## src/gpo_pkg.sv

```systemverilog
// constants for the status pin select block
// assumes one 200 MHz clock and a 32-bit AXI4-Lite register port
package gpo_pkg;
  localparam logic [7:0] REG_FIRST = 8'h00;
  localparam logic [7:0] REG_SECOND = 8'h04;
  localparam logic [7:0] REG_THIRD = 8'h08;
  localparam logic [7:0] REG_STATUS = 8'h0C;
  localparam logic [7:0] RST_FIRST = 8'h3F;
  localparam logic [7:0] RST_SECOND = 8'h2E;
  localparam logic [7:0] RST_THIRD = 8'h2F;
  localparam logic [7:0] TEMP_SENSOR_CODE = 8'h80;
  localparam int INV_BIT = 6;
  localparam logic [5:0] SEL_RX_THR = 6'h00;
  localparam logic [5:0] SEL_RX_PKT = 6'h01;
  localparam logic [5:0] SEL_TX_THR = 6'h02;
  localparam logic [5:0] SEL_TX_FULL = 6'h03;
  localparam logic [5:0] SEL_RX_OVF = 6'h04;
  localparam logic [5:0] SEL_TX_UNF = 6'h05;
  localparam logic [5:0] SEL_SYNC = 6'h06;
  localparam logic [5:0] SEL_CRC_PKT = 6'h07;
  localparam logic [5:0] SEL_PQ = 6'h08;
  localparam logic [5:0] SEL_CCA = 6'h09;
  localparam logic [5:0] SEL_LOCK = 6'h0A;
  localparam logic [5:0] SEL_SCLK = 6'h0B;
  localparam logic [5:0] SEL_SYNC_DATA = 6'h0C;
  localparam logic [5:0] SEL_ASYNC_DATA = 6'h0D;
  localparam logic [5:0] SEL_CS = 6'h0E;
  localparam logic [5:0] SEL_CRC_OK = 6'h0F;
  localparam logic [5:0] SEL_HARD1 = 6'h16;
  localparam logic [5:0] SEL_HARD0 = 6'h17;
  localparam logic [5:0] SEL_SLEEP_LIMIT = 6'h20;
  localparam logic [5:0] SEL_HIZ = 6'h2E;
  localparam logic [5:0] SEL_LOW = 6'h2F;
  localparam logic [5:0] SEL_DIV192 = 6'h3F;
  localparam int CRYSTAL_DIVIDE = 192;
  localparam logic [6:0] DIV_HALF_LAST = 7'(CRYSTAL_DIVIDE / 2 - 1);
  localparam logic [1:0] RESP_OKAY = 2'h0;
  localparam logic [1:0] RESP_SLVERR = 2'h2;
endpackage

```

## src/general_output_signal_select.sv

```systemverilog
// status pin select: three pins, each muxed from internal status signals
// assumes all status inputs are on aclk except the serial chip select pin
//
// Chosen here: the AXI4-Lite register port and the register addresses.
`timescale 1ns/10ps
`default_nettype none
module general_output_signal_select
  import gpo_pkg::*;
(
  input wire logic aclk,
  input wire logic aresetn,
  input wire logic [7:0] s_axi_awaddr,
  input wire logic s_axi_awvalid,
  output logic s_axi_awready,
  input wire logic [31:0] s_axi_wdata,
  input wire logic [3:0] s_axi_wstrb,
  input wire logic s_axi_wvalid,
  output logic s_axi_wready,
  output logic [1:0] s_axi_bresp,
  output logic s_axi_bvalid,
  input wire logic s_axi_bready,
  input wire logic [7:0] s_axi_araddr,
  input wire logic s_axi_arvalid,
  output logic s_axi_arready,
  output logic [31:0] s_axi_rdata,
  output logic [1:0] s_axi_rresp,
  output logic s_axi_rvalid,
  input wire logic s_axi_rready,
  input wire logic serial_chip_select_low,
  input wire logic sleep_state,
  input wire logic chip_ready_low,
  input wire logic rx_at_threshold,
  input wire logic rx_fifo_empty,
  input wire logic rx_overflow,
  input wire logic rx_flush,
  input wire logic rx_first_byte_read,
  input wire logic tx_at_threshold,
  input wire logic tx_fifo_full,
  input wire logic tx_underflow,
  input wire logic tx_flush,
  input wire logic sync_word_done,
  input wire logic packet_end,
  input wire logic address_fail,
  input wire logic crc_compare,
  input wire logic crc_match,
  input wire logic rx_enter,
  input wire logic [7:0] preamble_quality_estimate,
  input wire logic [7:0] preamble_quality_threshold,
  input wire logic clear_channel,
  input wire logic carrier_sense,
  input wire logic lock_detect,
  input wire logic serial_clock,
  input wire logic serial_sync_data,
  input wire logic serial_async_data,
  input wire logic [1:0] receive_symbol_decision,
  output logic status_pin_first_out,
  output logic status_pin_first_oe,
  output logic status_pin_second_out,
  output logic status_pin_second_oe,
  output logic status_pin_third_out,
  output logic status_pin_third_oe,
  output logic temp_sensor_enable
);

  logic [7:0] cfg [3];
  logic aw_held;
  logic w_held;
  logic [7:0] aw_addr;
  logic [31:0] w_data;
  logic [3:0] w_strb;
  logic cs_meta;
  logic cs_high;
  logic sleep_hold;
  logic [6:0] div_count;
  logic div_clk;
  logic flag_rx_pkt;
  logic flag_tx_full;
  logic flag_rx_ovf;
  logic flag_tx_unf;
  logic flag_sync;
  logic flag_crc_pkt;
  logic flag_crc_ok;
  logic [2:0] pin_out;
  logic [2:0] pin_oe;
  logic [2:0] next_out;
  logic [2:0] next_oe;
  logic [31:0] next_rdata;
  logic next_rerr;

  ////////////////////////////////////////////////////////////////////////
  // register write path
  assign s_axi_awready = !aw_held && !s_axi_bvalid;
  assign s_axi_wready = !w_held && !s_axi_bvalid;

  always_ff @(posedge aclk) begin
    if (!aresetn) begin
      aw_held <= 1'b0;
      w_held <= 1'b0;
      aw_addr <= 8'h00;
      w_data <= 32'h0000_0000;
      w_strb <= 4'h0;
      s_axi_bvalid <= 1'b0;
      s_axi_bresp <= RESP_OKAY;
    end else begin
      if (s_axi_awvalid && s_axi_awready) begin
        aw_held <= 1'b1;
        aw_addr <= s_axi_awaddr;
      end
      if (s_axi_wvalid && s_axi_wready) begin
        w_held <= 1'b1;
        w_data <= s_axi_wdata;
        w_strb <= s_axi_wstrb;
      end
      if (aw_held && w_held && !s_axi_bvalid) begin
        aw_held <= 1'b0;
        w_held <= 1'b0;
        s_axi_bvalid <= 1'b1;
        s_axi_bresp <= (aw_addr == REG_FIRST || aw_addr == REG_SECOND ||
                        aw_addr == REG_THIRD) ? RESP_OKAY : RESP_SLVERR;
      end else if (s_axi_bvalid && s_axi_bready) begin
        s_axi_bvalid <= 1'b0;
      end
    end
  end

  always_ff @(posedge aclk) begin
    if (!aresetn) begin
      cfg[0] <= RST_FIRST;
      cfg[1] <= RST_SECOND;
      cfg[2] <= RST_THIRD;
    end else if (aw_held && w_held && !s_axi_bvalid && w_strb[0]) begin
      if (aw_addr == REG_FIRST) begin
        cfg[0] <= w_data[7:0];
      end
      if (aw_addr == REG_SECOND) begin
        cfg[1] <= w_data[7:0];
      end
      if (aw_addr == REG_THIRD) begin
        cfg[2] <= w_data[7:0];
      end
    end
  end

  ////////////////////////////////////////////////////////////////////////
  // register read path
  assign s_axi_arready = !s_axi_rvalid;

  always_comb begin
    next_rerr = 1'b0;
    next_rdata = 32'h0000_0000;
    unique case (s_axi_araddr)
      REG_FIRST: next_rdata = {24'h00_0000, cfg[0]};
      REG_SECOND: next_rdata = {24'h00_0000, cfg[1]};
      REG_THIRD: next_rdata = {24'h00_0000, cfg[2]};
      REG_STATUS: next_rdata = {25'h000_0000, sleep_hold, pin_oe, pin_out};
      default: next_rerr = 1'b1;
    endcase
  end

  always_ff @(posedge aclk) begin
    if (!aresetn) begin
      s_axi_rvalid <= 1'b0;
      s_axi_rdata <= 32'h0000_0000;
      s_axi_rresp <= RESP_OKAY;
    end else if (s_axi_arvalid && s_axi_arready) begin
      s_axi_rvalid <= 1'b1;
      s_axi_rdata <= next_rdata;
      s_axi_rresp <= next_rerr ? RESP_SLVERR : RESP_OKAY;
    end else if (s_axi_rvalid && s_axi_rready) begin
      s_axi_rvalid <= 1'b0;
    end
  end

  ////////////////////////////////////////////////////////////////////////
  // chip select synchroniser and sleep hold
  always_ff @(posedge aclk) begin
    if (!aresetn) begin
      cs_meta <= 1'b0;
      cs_high <= 1'b0;
    end else begin
      cs_meta <= serial_chip_select_low;
      cs_high <= cs_meta;
    end
  end

  always_ff @(posedge aclk) begin
    if (!aresetn) begin
      sleep_hold <= 1'b0;
    end else begin
      sleep_hold <= sleep_state || (sleep_hold && chip_ready_low);
    end
  end

  always_ff @(posedge aclk) begin
    if (!aresetn) begin
      div_count <= 7'h00;
      div_clk <= 1'b0;
    end else if (div_count == DIV_HALF_LAST) begin
      div_count <= 7'h00;
      div_clk <= !div_clk;
    end else begin
      div_count <= div_count + 7'h01;
    end
  end

  ////////////////////////////////////////////////////////////////////////
  // sticky event flags, set wins over clear
  // packet or threshold
  always_ff @(posedge aclk) begin
    if (!aresetn) begin
      flag_rx_pkt <= 1'b0;
    end else begin
      flag_rx_pkt <= rx_at_threshold || packet_end ||
                     (flag_rx_pkt && !rx_fifo_empty);
    end
  end

  always_ff @(posedge aclk) begin
    if (!aresetn) begin
      flag_tx_full <= 1'b0;
    end else begin
      flag_tx_full <= tx_fifo_full || (flag_tx_full && tx_at_threshold);
    end
  end

  always_ff @(posedge aclk) begin
    if (!aresetn) begin
      flag_rx_ovf <= 1'b0;
      flag_tx_unf <= 1'b0;
    end else begin
      flag_rx_ovf <= rx_overflow || (flag_rx_ovf && !rx_flush);
      flag_tx_unf <= tx_underflow || (flag_tx_unf && !tx_flush);
    end
  end

  always_ff @(posedge aclk) begin
    if (!aresetn) begin
      flag_sync <= 1'b0;
    end else begin
      flag_sync <= sync_word_done || (flag_sync && !packet_end &&
                   !address_fail && !rx_overflow && !tx_underflow);
    end
  end

  always_ff @(posedge aclk) begin
    if (!aresetn) begin
      flag_crc_pkt <= 1'b0;
      flag_crc_ok <= 1'b0;
    end else begin
      flag_crc_pkt <= (crc_compare && crc_match) ||
                      (flag_crc_pkt && !rx_first_byte_read);
      if (crc_compare) begin
        flag_crc_ok <= crc_match;
      end else if (rx_enter) begin
        flag_crc_ok <= 1'b0;
      end
    end
  end

  ////////////////////////////////////////////////////////////////////////
  // per pin select, inversion, sleep forcing
  always_comb begin
    logic raw;
    logic inv;
    logic [5:0] sel;
    raw = 1'b0;
    inv = 1'b0;
    sel = 6'h00;
    for (int i = 0; i < 3; i++) begin
      sel = cfg[i][5:0];
      inv = cfg[i][INV_BIT];
      next_oe[i] = 1'b1;
      unique case (sel)
        SEL_RX_THR: raw = rx_at_threshold;
        SEL_RX_PKT: raw = flag_rx_pkt;
        SEL_TX_THR: raw = tx_at_threshold;
        SEL_TX_FULL: raw = flag_tx_full;
        SEL_RX_OVF: raw = flag_rx_ovf;
        SEL_TX_UNF: raw = flag_tx_unf;
        SEL_SYNC: raw = flag_sync;
        SEL_CRC_PKT: raw = flag_crc_pkt;
        SEL_PQ: raw = preamble_quality_estimate > preamble_quality_threshold;
        SEL_CCA: raw = clear_channel;
        SEL_LOCK: raw = lock_detect;
        SEL_SCLK: raw = serial_clock;
        SEL_SYNC_DATA: raw = serial_sync_data;
        SEL_ASYNC_DATA: raw = serial_async_data;
        SEL_CS: raw = carrier_sense;
        SEL_CRC_OK: raw = flag_crc_ok;
        SEL_HARD1: raw = receive_symbol_decision[1];
        SEL_HARD0: raw = receive_symbol_decision[0];
        SEL_DIV192: raw = div_clk;
        SEL_HIZ: begin
          raw = 1'b0;
          next_oe[i] = 1'b0;
        end
        default: raw = 1'b0;
      endcase
      next_out[i] = raw ^ inv;
      if (sleep_hold && sel < SEL_SLEEP_LIMIT) begin
        next_out[i] = (i == 1) ? !inv : inv;
        next_oe[i] = 1'b1;
      end
    end
    // temperature sensor takes the first pin
    if (cfg[0] == TEMP_SENSOR_CODE) begin
      next_oe[0] = 1'b0;
      next_out[0] = 1'b0;
    end
    if (!cs_high) begin
      next_oe[1] = 1'b0;
    end
  end

  always_ff @(posedge aclk) begin
    if (!aresetn) begin
      pin_out <= 3'h0;
      pin_oe <= 3'h0;
    end else begin
      pin_out <= next_out;
      pin_oe <= next_oe;
    end
  end

  assign status_pin_first_out = pin_out[0];
  assign status_pin_first_oe = pin_oe[0];
  assign status_pin_second_out = pin_out[1];
  assign status_pin_second_oe = pin_oe[1];
  assign status_pin_third_out = pin_out[2];
  assign status_pin_third_oe = pin_oe[2];
  assign temp_sensor_enable = cfg[0] == TEMP_SENSOR_CODE;

  ////////////////////////////////////////////////////////////////////////
  // checks
  AST_SECOND_CS_GATE: assert property (@(posedge aclk) disable iff (!aresetn)
    !$past(cs_high) |-> !status_pin_second_oe)
    else $error("second pin driven while chip select low");

  AST_SECOND_RESET: assert property (@(posedge aclk)
    $past(!aresetn) |-> cfg[1] == RST_SECOND && !status_pin_second_oe)
    else $error("second pin not tri-stated after reset");

  AST_FIRST_RESET: assert property (@(posedge aclk)
    $past(!aresetn) |-> cfg[0] == RST_FIRST)
    else $error("first pin default select wrong");

  AST_DIV_PERIOD: assert property (@(posedge aclk) disable iff (!aresetn)
    $rose(div_clk) |-> ##96 $fell(div_clk))
    else $error("divided clock half period not 96");

  AST_TEMP_SENSOR: assert property (@(posedge aclk) disable iff (!aresetn)
    cfg[0] == TEMP_SENSOR_CODE |-> temp_sensor_enable ##1 !status_pin_first_oe)
    else $error("temperature sensor code still drives first pin");

  AST_SLEEP_FORCE: assert property (@(posedge aclk) disable iff (!aresetn)
    sleep_hold && cfg[2][5:0] < SEL_SLEEP_LIMIT |=>
      status_pin_third_oe && status_pin_third_out == $past(cfg[2][INV_BIT]))
    else $error("third pin not forced in sleep");

  AST_SLEEP_RELEASE: assert property (@(posedge aclk) disable iff (!aresetn)
    sleep_state ##1 (!sleep_state && chip_ready_low)[*2] |-> sleep_hold)
    else $error("sleep levels released before chip ready");

  AST_RX_OVF_STICKY: assert property (@(posedge aclk) disable iff (!aresetn)
    flag_rx_ovf && !rx_flush |=> flag_rx_ovf)
    else $error("overflow flag dropped without flush");

  AST_RX_PKT_CLEAR: assert property (@(posedge aclk) disable iff (!aresetn)
    rx_fifo_empty && !rx_at_threshold && !packet_end |=> !flag_rx_pkt)
    else $error("receive packet flag not cleared on empty");

  AST_HIZ_CODE: assert property (@(posedge aclk) disable iff (!aresetn)
    cfg[2][5:0] == SEL_HIZ |=> !status_pin_third_oe)
    else $error("tri-state code drives third pin");

  AST_CONST_CODE: assert property (@(posedge aclk) disable iff (!aresetn)
    cfg[2][5:0] == SEL_LOW |=> status_pin_third_out == $past(cfg[2][INV_BIT]))
    else $error("constant code level wrong");

endmodule
`default_nettype wire

```

## config.mk

```make
export PLATFORM = sky130hd
export DESIGN_NAME = general_output_signal_select
export DESIGN_NICKNAME = d
export VERILOG_FILES = /design/src/gpo_pkg.sv /design/src/general_output_signal_select.sv
export SDC_FILE = /design/constraint.sdc
export NUM_CORES = 1
export LEC_CHECK = 0
export ABC_AREA = 1
export BUFFER_PORTS_ARGS = -buffer_cell sky130_fd_sc_hd__buf_2
export CORE_MARGIN = 1.5
export CORE_UTILIZATION = 40
export CTS_BUF_LIST = sky130_fd_sc_hd__clkbuf_4 sky130_fd_sc_hd__clkbuf_8 sky130_fd_sc_hd__clkbuf_16
export DETAILED_ROUTE_END_ITERATION = 10
export PLACE_DENSITY = 0.66
export SYNTH_ARGS = -nofsm -noshare
export SYNTH_HDL_FRONTEND = slang
export SYNTH_SLANG_ARGS = --single-unit
```

## constraint.sdc

```tcl
create_clock -name aclk -period 2.4 [get_ports aclk]
set_input_delay 0.48 -clock aclk [delete_from_list [all_inputs] [get_ports aclk]]
set_output_delay 0.48 -clock aclk [all_outputs]
set_load 0.005 [all_outputs]
```

==> flow_summary_export.csv, run 1 <==
group,metric,value,unit
status,status,"complete, no violations",
clock_tree,clk_pin_slew,60,ps
synth,syn_inst,641,
synth,ys_warn_count,0,
clock_tree,clock-sinks,79,
worst_setup_path,timing.rr.start,"cfg[0][9]",
die,num_rows,38,
global_route,grt_usage,21.87,%
drt,first_pass_iters,6,
placement,placedCellCount,872,
global_route,grt_max_degree,34,
timing,tns,0,ps
clock_tree,clockBufferDepth,2,
drt,drc,0,
timing,skew,5.271,ps
timing,hold_viol,0,
timing,fin_crit_sh,93.41,%
pwr,power_density,612.8,nW/um2
timing,finalCriticalPeriod,2242,ps
clock_tree,hold_buffers,0,
clock_tree,root_buffer,"clkbuf_16",
die,core,10940,um2
global_route,grt_overflow,0,
worst_setup_path,worstPathArrival,1760,ps
placement,port_buffers,95,
pwr,power.leakage,2.631,nW
cells_and_area,syn2layout_area_growth,20.04,%
die,die-area,11960,um2
cells_and_area,drive_gt1_share,19.52,%
placement,globalplace.congestion,0.9110,
drt,routed_wl,12.34,mm
synth,synth-main-ff-cell,"dfxtp_1",
global_route,grt_pass1_wl,19.80,mm
timing,rsz0062_at_grt,"no",
synth,synth_area,4526,um2
timing,max_freq,446.1,MHz
worst_setup_path,cp-end-kind,"primary output",
synth,synth-seq-cells,79,
clock_tree,h-tree-depth,3,
timing,setup_viol,0,
clock_tree,numCtsBuffers,9,
timing,worst_slack,158.2,ps
synth,synth_top_area_share,24.33,%
worst_setup_path,setup.worst_path.start_class,"flop",
clock_tree,cts_tree,"yes",
synth,yosys-top-cells-count,"nand2_1 (144), nor2_1 (104), inv_1 (74)",
cells_and_area,final_util,49.68,%
placement,place_ws,405.7,ps
die,die_w,109.4,um
drt,wire_per_inst,13.90,um
synth,synthArstFlopShare,0,%
global_route,grt_pass1_vias,4217,
worst_setup_path,cp-startpoint,"cfg[0][0]",
hold_path,min_path_type,"input pin to flop",
worst_setup_path,critical_path_class,"flop to primary output",
cells_and_area,nNetsFinal,853,
synth,synthTopCellsByArea,"dfxtp_1 (24%), edfxtp_1 (16%), nand2_1 (12%), nor2_1 (8.6%), inv_1 (6.1%)",
synth,synth_edf_count,24,
drt,drtIter0Drc,285,
pwr,peakVddDrop,0.4029,mV
die,die-height,109.4,um
placement,placed_area,5084,um2
synth,yosysMostFrequentCell,"nand2_1",
drt,vias,4429,
drt,final_antenna_net_count,0,
placement,dp_hpwl,9.912,mm
worst_setup_path,cp_max_fo,8,
die,initial_core_util,41.38,%
global_route,antenna_found_initial,0,
cells_and_area,instances_no_fill,888,
synth,synth-seq-area-share,40.25,%
die,pin_count,149,
worst_setup_path,required,1920,ps
drt,routed_via_density,4.988,
clock_tree,clock_latency,340,ps
cells_and_area,design_area,5433,um2
synth,syn_area_per_cell,7.060,um2
cells_and_area,diodes,0,
synth,synth_area_leader_cell,"dfxtp_1",
timing,drv_slew,0,
synth,ys_types,38,
hold_path,hp-start,"serial_chip_select_low",
job,maxCapViolations,0,
[worst max-delay path: stages (launching register included)]
cell and delay (ps):
edfxtp_1 520, nor2_1 350, inv_2 90, nor4b_4 300, buf_2 170
[per-stage QoR]
| step | hold WS, ps | total power, mW |
|---|---|---|
| after floorplan | 390.5 | 1.716 |
| after global routing | 348.4 | 3.473 |
| after CTS | 326.9 | 3.357 |
| final | 330.0 | 3.329 |
| after detailed placement | 426.2 | 1.838 |
| after global placement | 428.4 | 1.826 |
[what timing repair did]
item	in CTS	in global routing
buffers inserted	0	0
endpoints found under the hold margin	0	0
resized for setup	0	2
endpoints found under the setup margin	0	1
[kinds of logic (layout without fill, tap and decap cells)]
kind of cell | count (synthesis) | count (layout) | share of synthesized area (%)
xor+xnor | 1 | 1 | 0.1936
buf+inv | 115 | 197 | 11.75
compound gates | 83 | 83 | 9.760
simple gates | 353 | 353 | 35.47
flops | 79 | 79 | 40.25
other cells | 1 | 26 | 0.08286
fa+ha+maj | 9 | 9 | 2.488
[cell usage in the layout (no fill, tap or decap), drive strengths merged, types with 12 or more instances in the layout]
master  instances
nand2         148
nor2          110
buf           101
inv            82
dfxtp          55
nand3          52
o21ai          47
a21oi          29
conb           26
edfxtp         24
nand4          16
clkbuf         12
[flip-flops by register name, indices dropped and copies added, names as in the netlist, 3 cells and up]
register	count
div_count	7
cfg	24
w_data	8
pin_out	3
aw_addr	8
s_axi_rdata	8
pin_oe	3
[layer usage]
metal	GRT usage [%]	routed length [um]
met1	26.55	5377
met2	38.11	5928
met3	4.683	806
met4	7.699	226
met5	0	0
[power by group]
group | leakage [nW] | switching [mW] | internal (mW)
combinational | 1.82 | 0.196 | 0.129
sequential | 0.648 | 0.0485 | 1.43
clock | 0.167 | 0.537 | 0.984
[path summary, 6_finish.rpt]
check	endpoint	slack (ps)	depth (start not counted)
hold reg to reg	cs_high	440	2
setup reg to reg	pin_out[1]	660	11
setup / recovery	temp_sensor_enable	160	4
hold / removal	cs_meta	330	3
[final cells by class]
type                            count  area [um2]
Multi-Input combinational cell    472        2280
Timing Repair Buffer              101       520.5
Inverter                           80       300.3
Sequential cell                    79        1822
Fill cell                        1075        5503
Tap cell                          140       175.2
Clock inverter                      4       75.07
Clock buffer                       12       260.3
No activity file was read; power rests on OpenSTA's default activity.
==> run 2: changes to the inputs <==
--- a/config.mk
+++ b/config.mk
@@ -13,4 +13,5 @@
 export DETAILED_ROUTE_END_ITERATION = 10
 export PLACE_DENSITY = 0.66
+export REMOVE_ABC_BUFFERS = 1
 export SYNTH_ARGS = -nofsm -noshare
 export SYNTH_HDL_FRONTEND = slang
==> constraint.sdc (replaced) <==
create_clock -name aclk -period 2.4 [get_ports aclk]
set_input_delay 0.48 -clock aclk [delete_from_list [all_inputs] [get_ports aclk]]
set_output_delay 0.48 -clock aclk [all_outputs]
set_load 0.1 [all_outputs]
==> flow_summary_export.csv, run 2 (synthesized netlist as in run 1, its figures left out) <==
group,metric,value,unit
die,die-height,109.4,um
hold_path,min_path_type,"input pin to flop",
clock_tree,cts_tree,"yes",
die,num_rows,38,
timing,setup_viol,0,
drt,first_pass_iters,5,
cells_and_area,largest_reg_flops,24,
drt,wire_per_inst,14.02,um
clock_tree,clk_pin_slew,60,ps
pwr,seqPwrFrac,43.0,%
drt,final_antenna_net_count,0,
pwr,total_power,3.445,mW
pwr,power_frac_clock,39.7,%
worst_setup_path,cp_max_fo,6,
pwr,peakVddDrop,0.4080,mV
timing,hold_viol,0,
worst_setup_path,required,1920,ps
global_route,grt_pass1_vias,4332,
placement,placed_area,5114,um2
worst_setup_path,cp_slowest_cell,"edfxtp_1",
cells_and_area,layout_commonest_cell,"nand2_1",
drt,routed_wl,12.52,mm
placement,dp_hpwl,10.01,mm
drt,drtIter0Drc,235,
cells_and_area,drive_gt1_share,20.32,%
clock_tree,h-tree-depth,3,
clock_tree,clock-sinks,79,
cells_and_area,syn2layout_area_growth,20.79,%
global_route,grt_usage,21.90,%
drt,vias,4468,
worst_setup_path,critical_path_class,"flop to primary output",
die,die_w,109.4,um
drt,drc,0,
timing,hold_slack,338.5,ps
cells_and_area,nNetsFinal,858,
worst_setup_path,setup.worst_path.start_class,"flop",
status,status,"complete, no violations",
timing,drv_slew,0,
timing,maxSlewHeadroom,65.51,%
clock_tree,root_buffer,"clkbuf_16",
worst_setup_path,max_stage_delay,450,ps
worst_setup_path,cp_num_buf_inv,3,
cells_and_area,diodes,0,
clock_tree,numCtsBuffers,9,
pwr,p_sw_share,30.07,%
clock_tree,hold_buffers,0,
die,pin_count,149,
timing,skew,8.794,ps
placement,globalplace.congestion,0.9553,
timing,worst_pin_slew,513.5,ps
pwr,power.leakage,2.669,nW
clock_tree,clock_latency,330,ps
worst_setup_path,cp-end-kind,"primary output",
placement,port_buffers,95,
clock_tree,clockBufferDepth,2,
global_route,antenna_found_initial,0,
cells_and_area,design_area,5466,um2
global_route,grt_max_degree,34,
drt,routed_via_density,5.003,
pwr,cell_internal_pwr,2.409,mW
worst_setup_path,cp_cell_sequence,"inv_2 -> nand2_4 -> nor3_4 -> inv_1 -> nor4b_4 -> buf_12",
timing,finalCriticalPeriod,2287,ps
cells_and_area,most-common-layout-cells,"nand2_1 (143), nor2_1 (104), buf_2 (94), inv_1 (73), dfxtp_1 (55)",
cells_and_area,final_util,49.99,%
pwr,power_density,630.3,nW/um2
timing,fin_crit_sh,95.28,%
worst_setup_path,cpLargestDelayFamily,"simple AND/OR/NAND/NOR gates",
timing,max_freq,437.3,MHz
die,initial_core_util,41.38,%
die,core,10940,um2
job,maxCapViolations,0,
pwr,netSwitchingPower,1.036,mW
worst_setup_path,worstPathArrival,1810,ps
worst_setup_path,ff2ff_setup_slack,650,ps
cells_and_area,instances_no_fill,893,
global_route,grt_pass1_wl,20.01,mm
placement,placedCellCount,874,
die,die-area,11960,um2
pwr,pwr-share-comb,17.4,%
cells_and_area,top_register,"cfg",
global_route,grt_overflow,0,
==> run 2: cell type report <==
type / instances / area [um2]
multi-input combinational: 472 / 2293
fill: 1088 / 5469
tap: 140 / 175.2
inverter: 80 / 300.3
sequential: 79 / 1822
clock buffer: 11 / 246.5
clock inverter: 5 / 56.30
timing repair buffer: 106 / 573.1
==> run 2: what timing repair did <==
action                                  in CTS  in global routing
pin swaps                                    0                  1
endpoints found under the setup margin       1                  1
gates resized for setup                      2                  4
setup buffers                                0                  3
==> run 2: path summary, 6_finish.rpt <==
kind           startpoint                 end  cells past startpoint
max             cfg[0][4]  temp_sensor_enable                      6
min          s_axi_bready        s_axi_bvalid                      2
max reg2reg     cfg[0][8]          pin_out[1]                     13
min reg2reg       cs_meta             cs_high                      2
==> run 2: per-layer routing <==
layer  part of all wire (%)  global-route usage (%)
met1                     42                   25.74
met3                    6.1                   3.616
met5                      0                       0
met2                     50                   39.53
met4                    2.2                   8.627
==> run 2: stage by stage <==
stage               worst slack, ps  TNS [ps]
floorplan                    -727.7    -15090
global route                 -15.02    -15.02
detailed placement            253.9         0
finish                        113.3         0
global placement              271.9         0
CTS                           57.75         0
==> run 2: power groups by stage <==
stage	registers, mW	clock network, mW	logic (mW)
6_report	1.48	1.37	0.599
4_1_cts	1.48	1.39	0.603
3_5_place_dp	1.51	0	0.600
5_1_grt	1.49	1.46	0.655
3_3_place_gp	1.51	0	0.590
2_1_floorplan	1.56	0	0.392
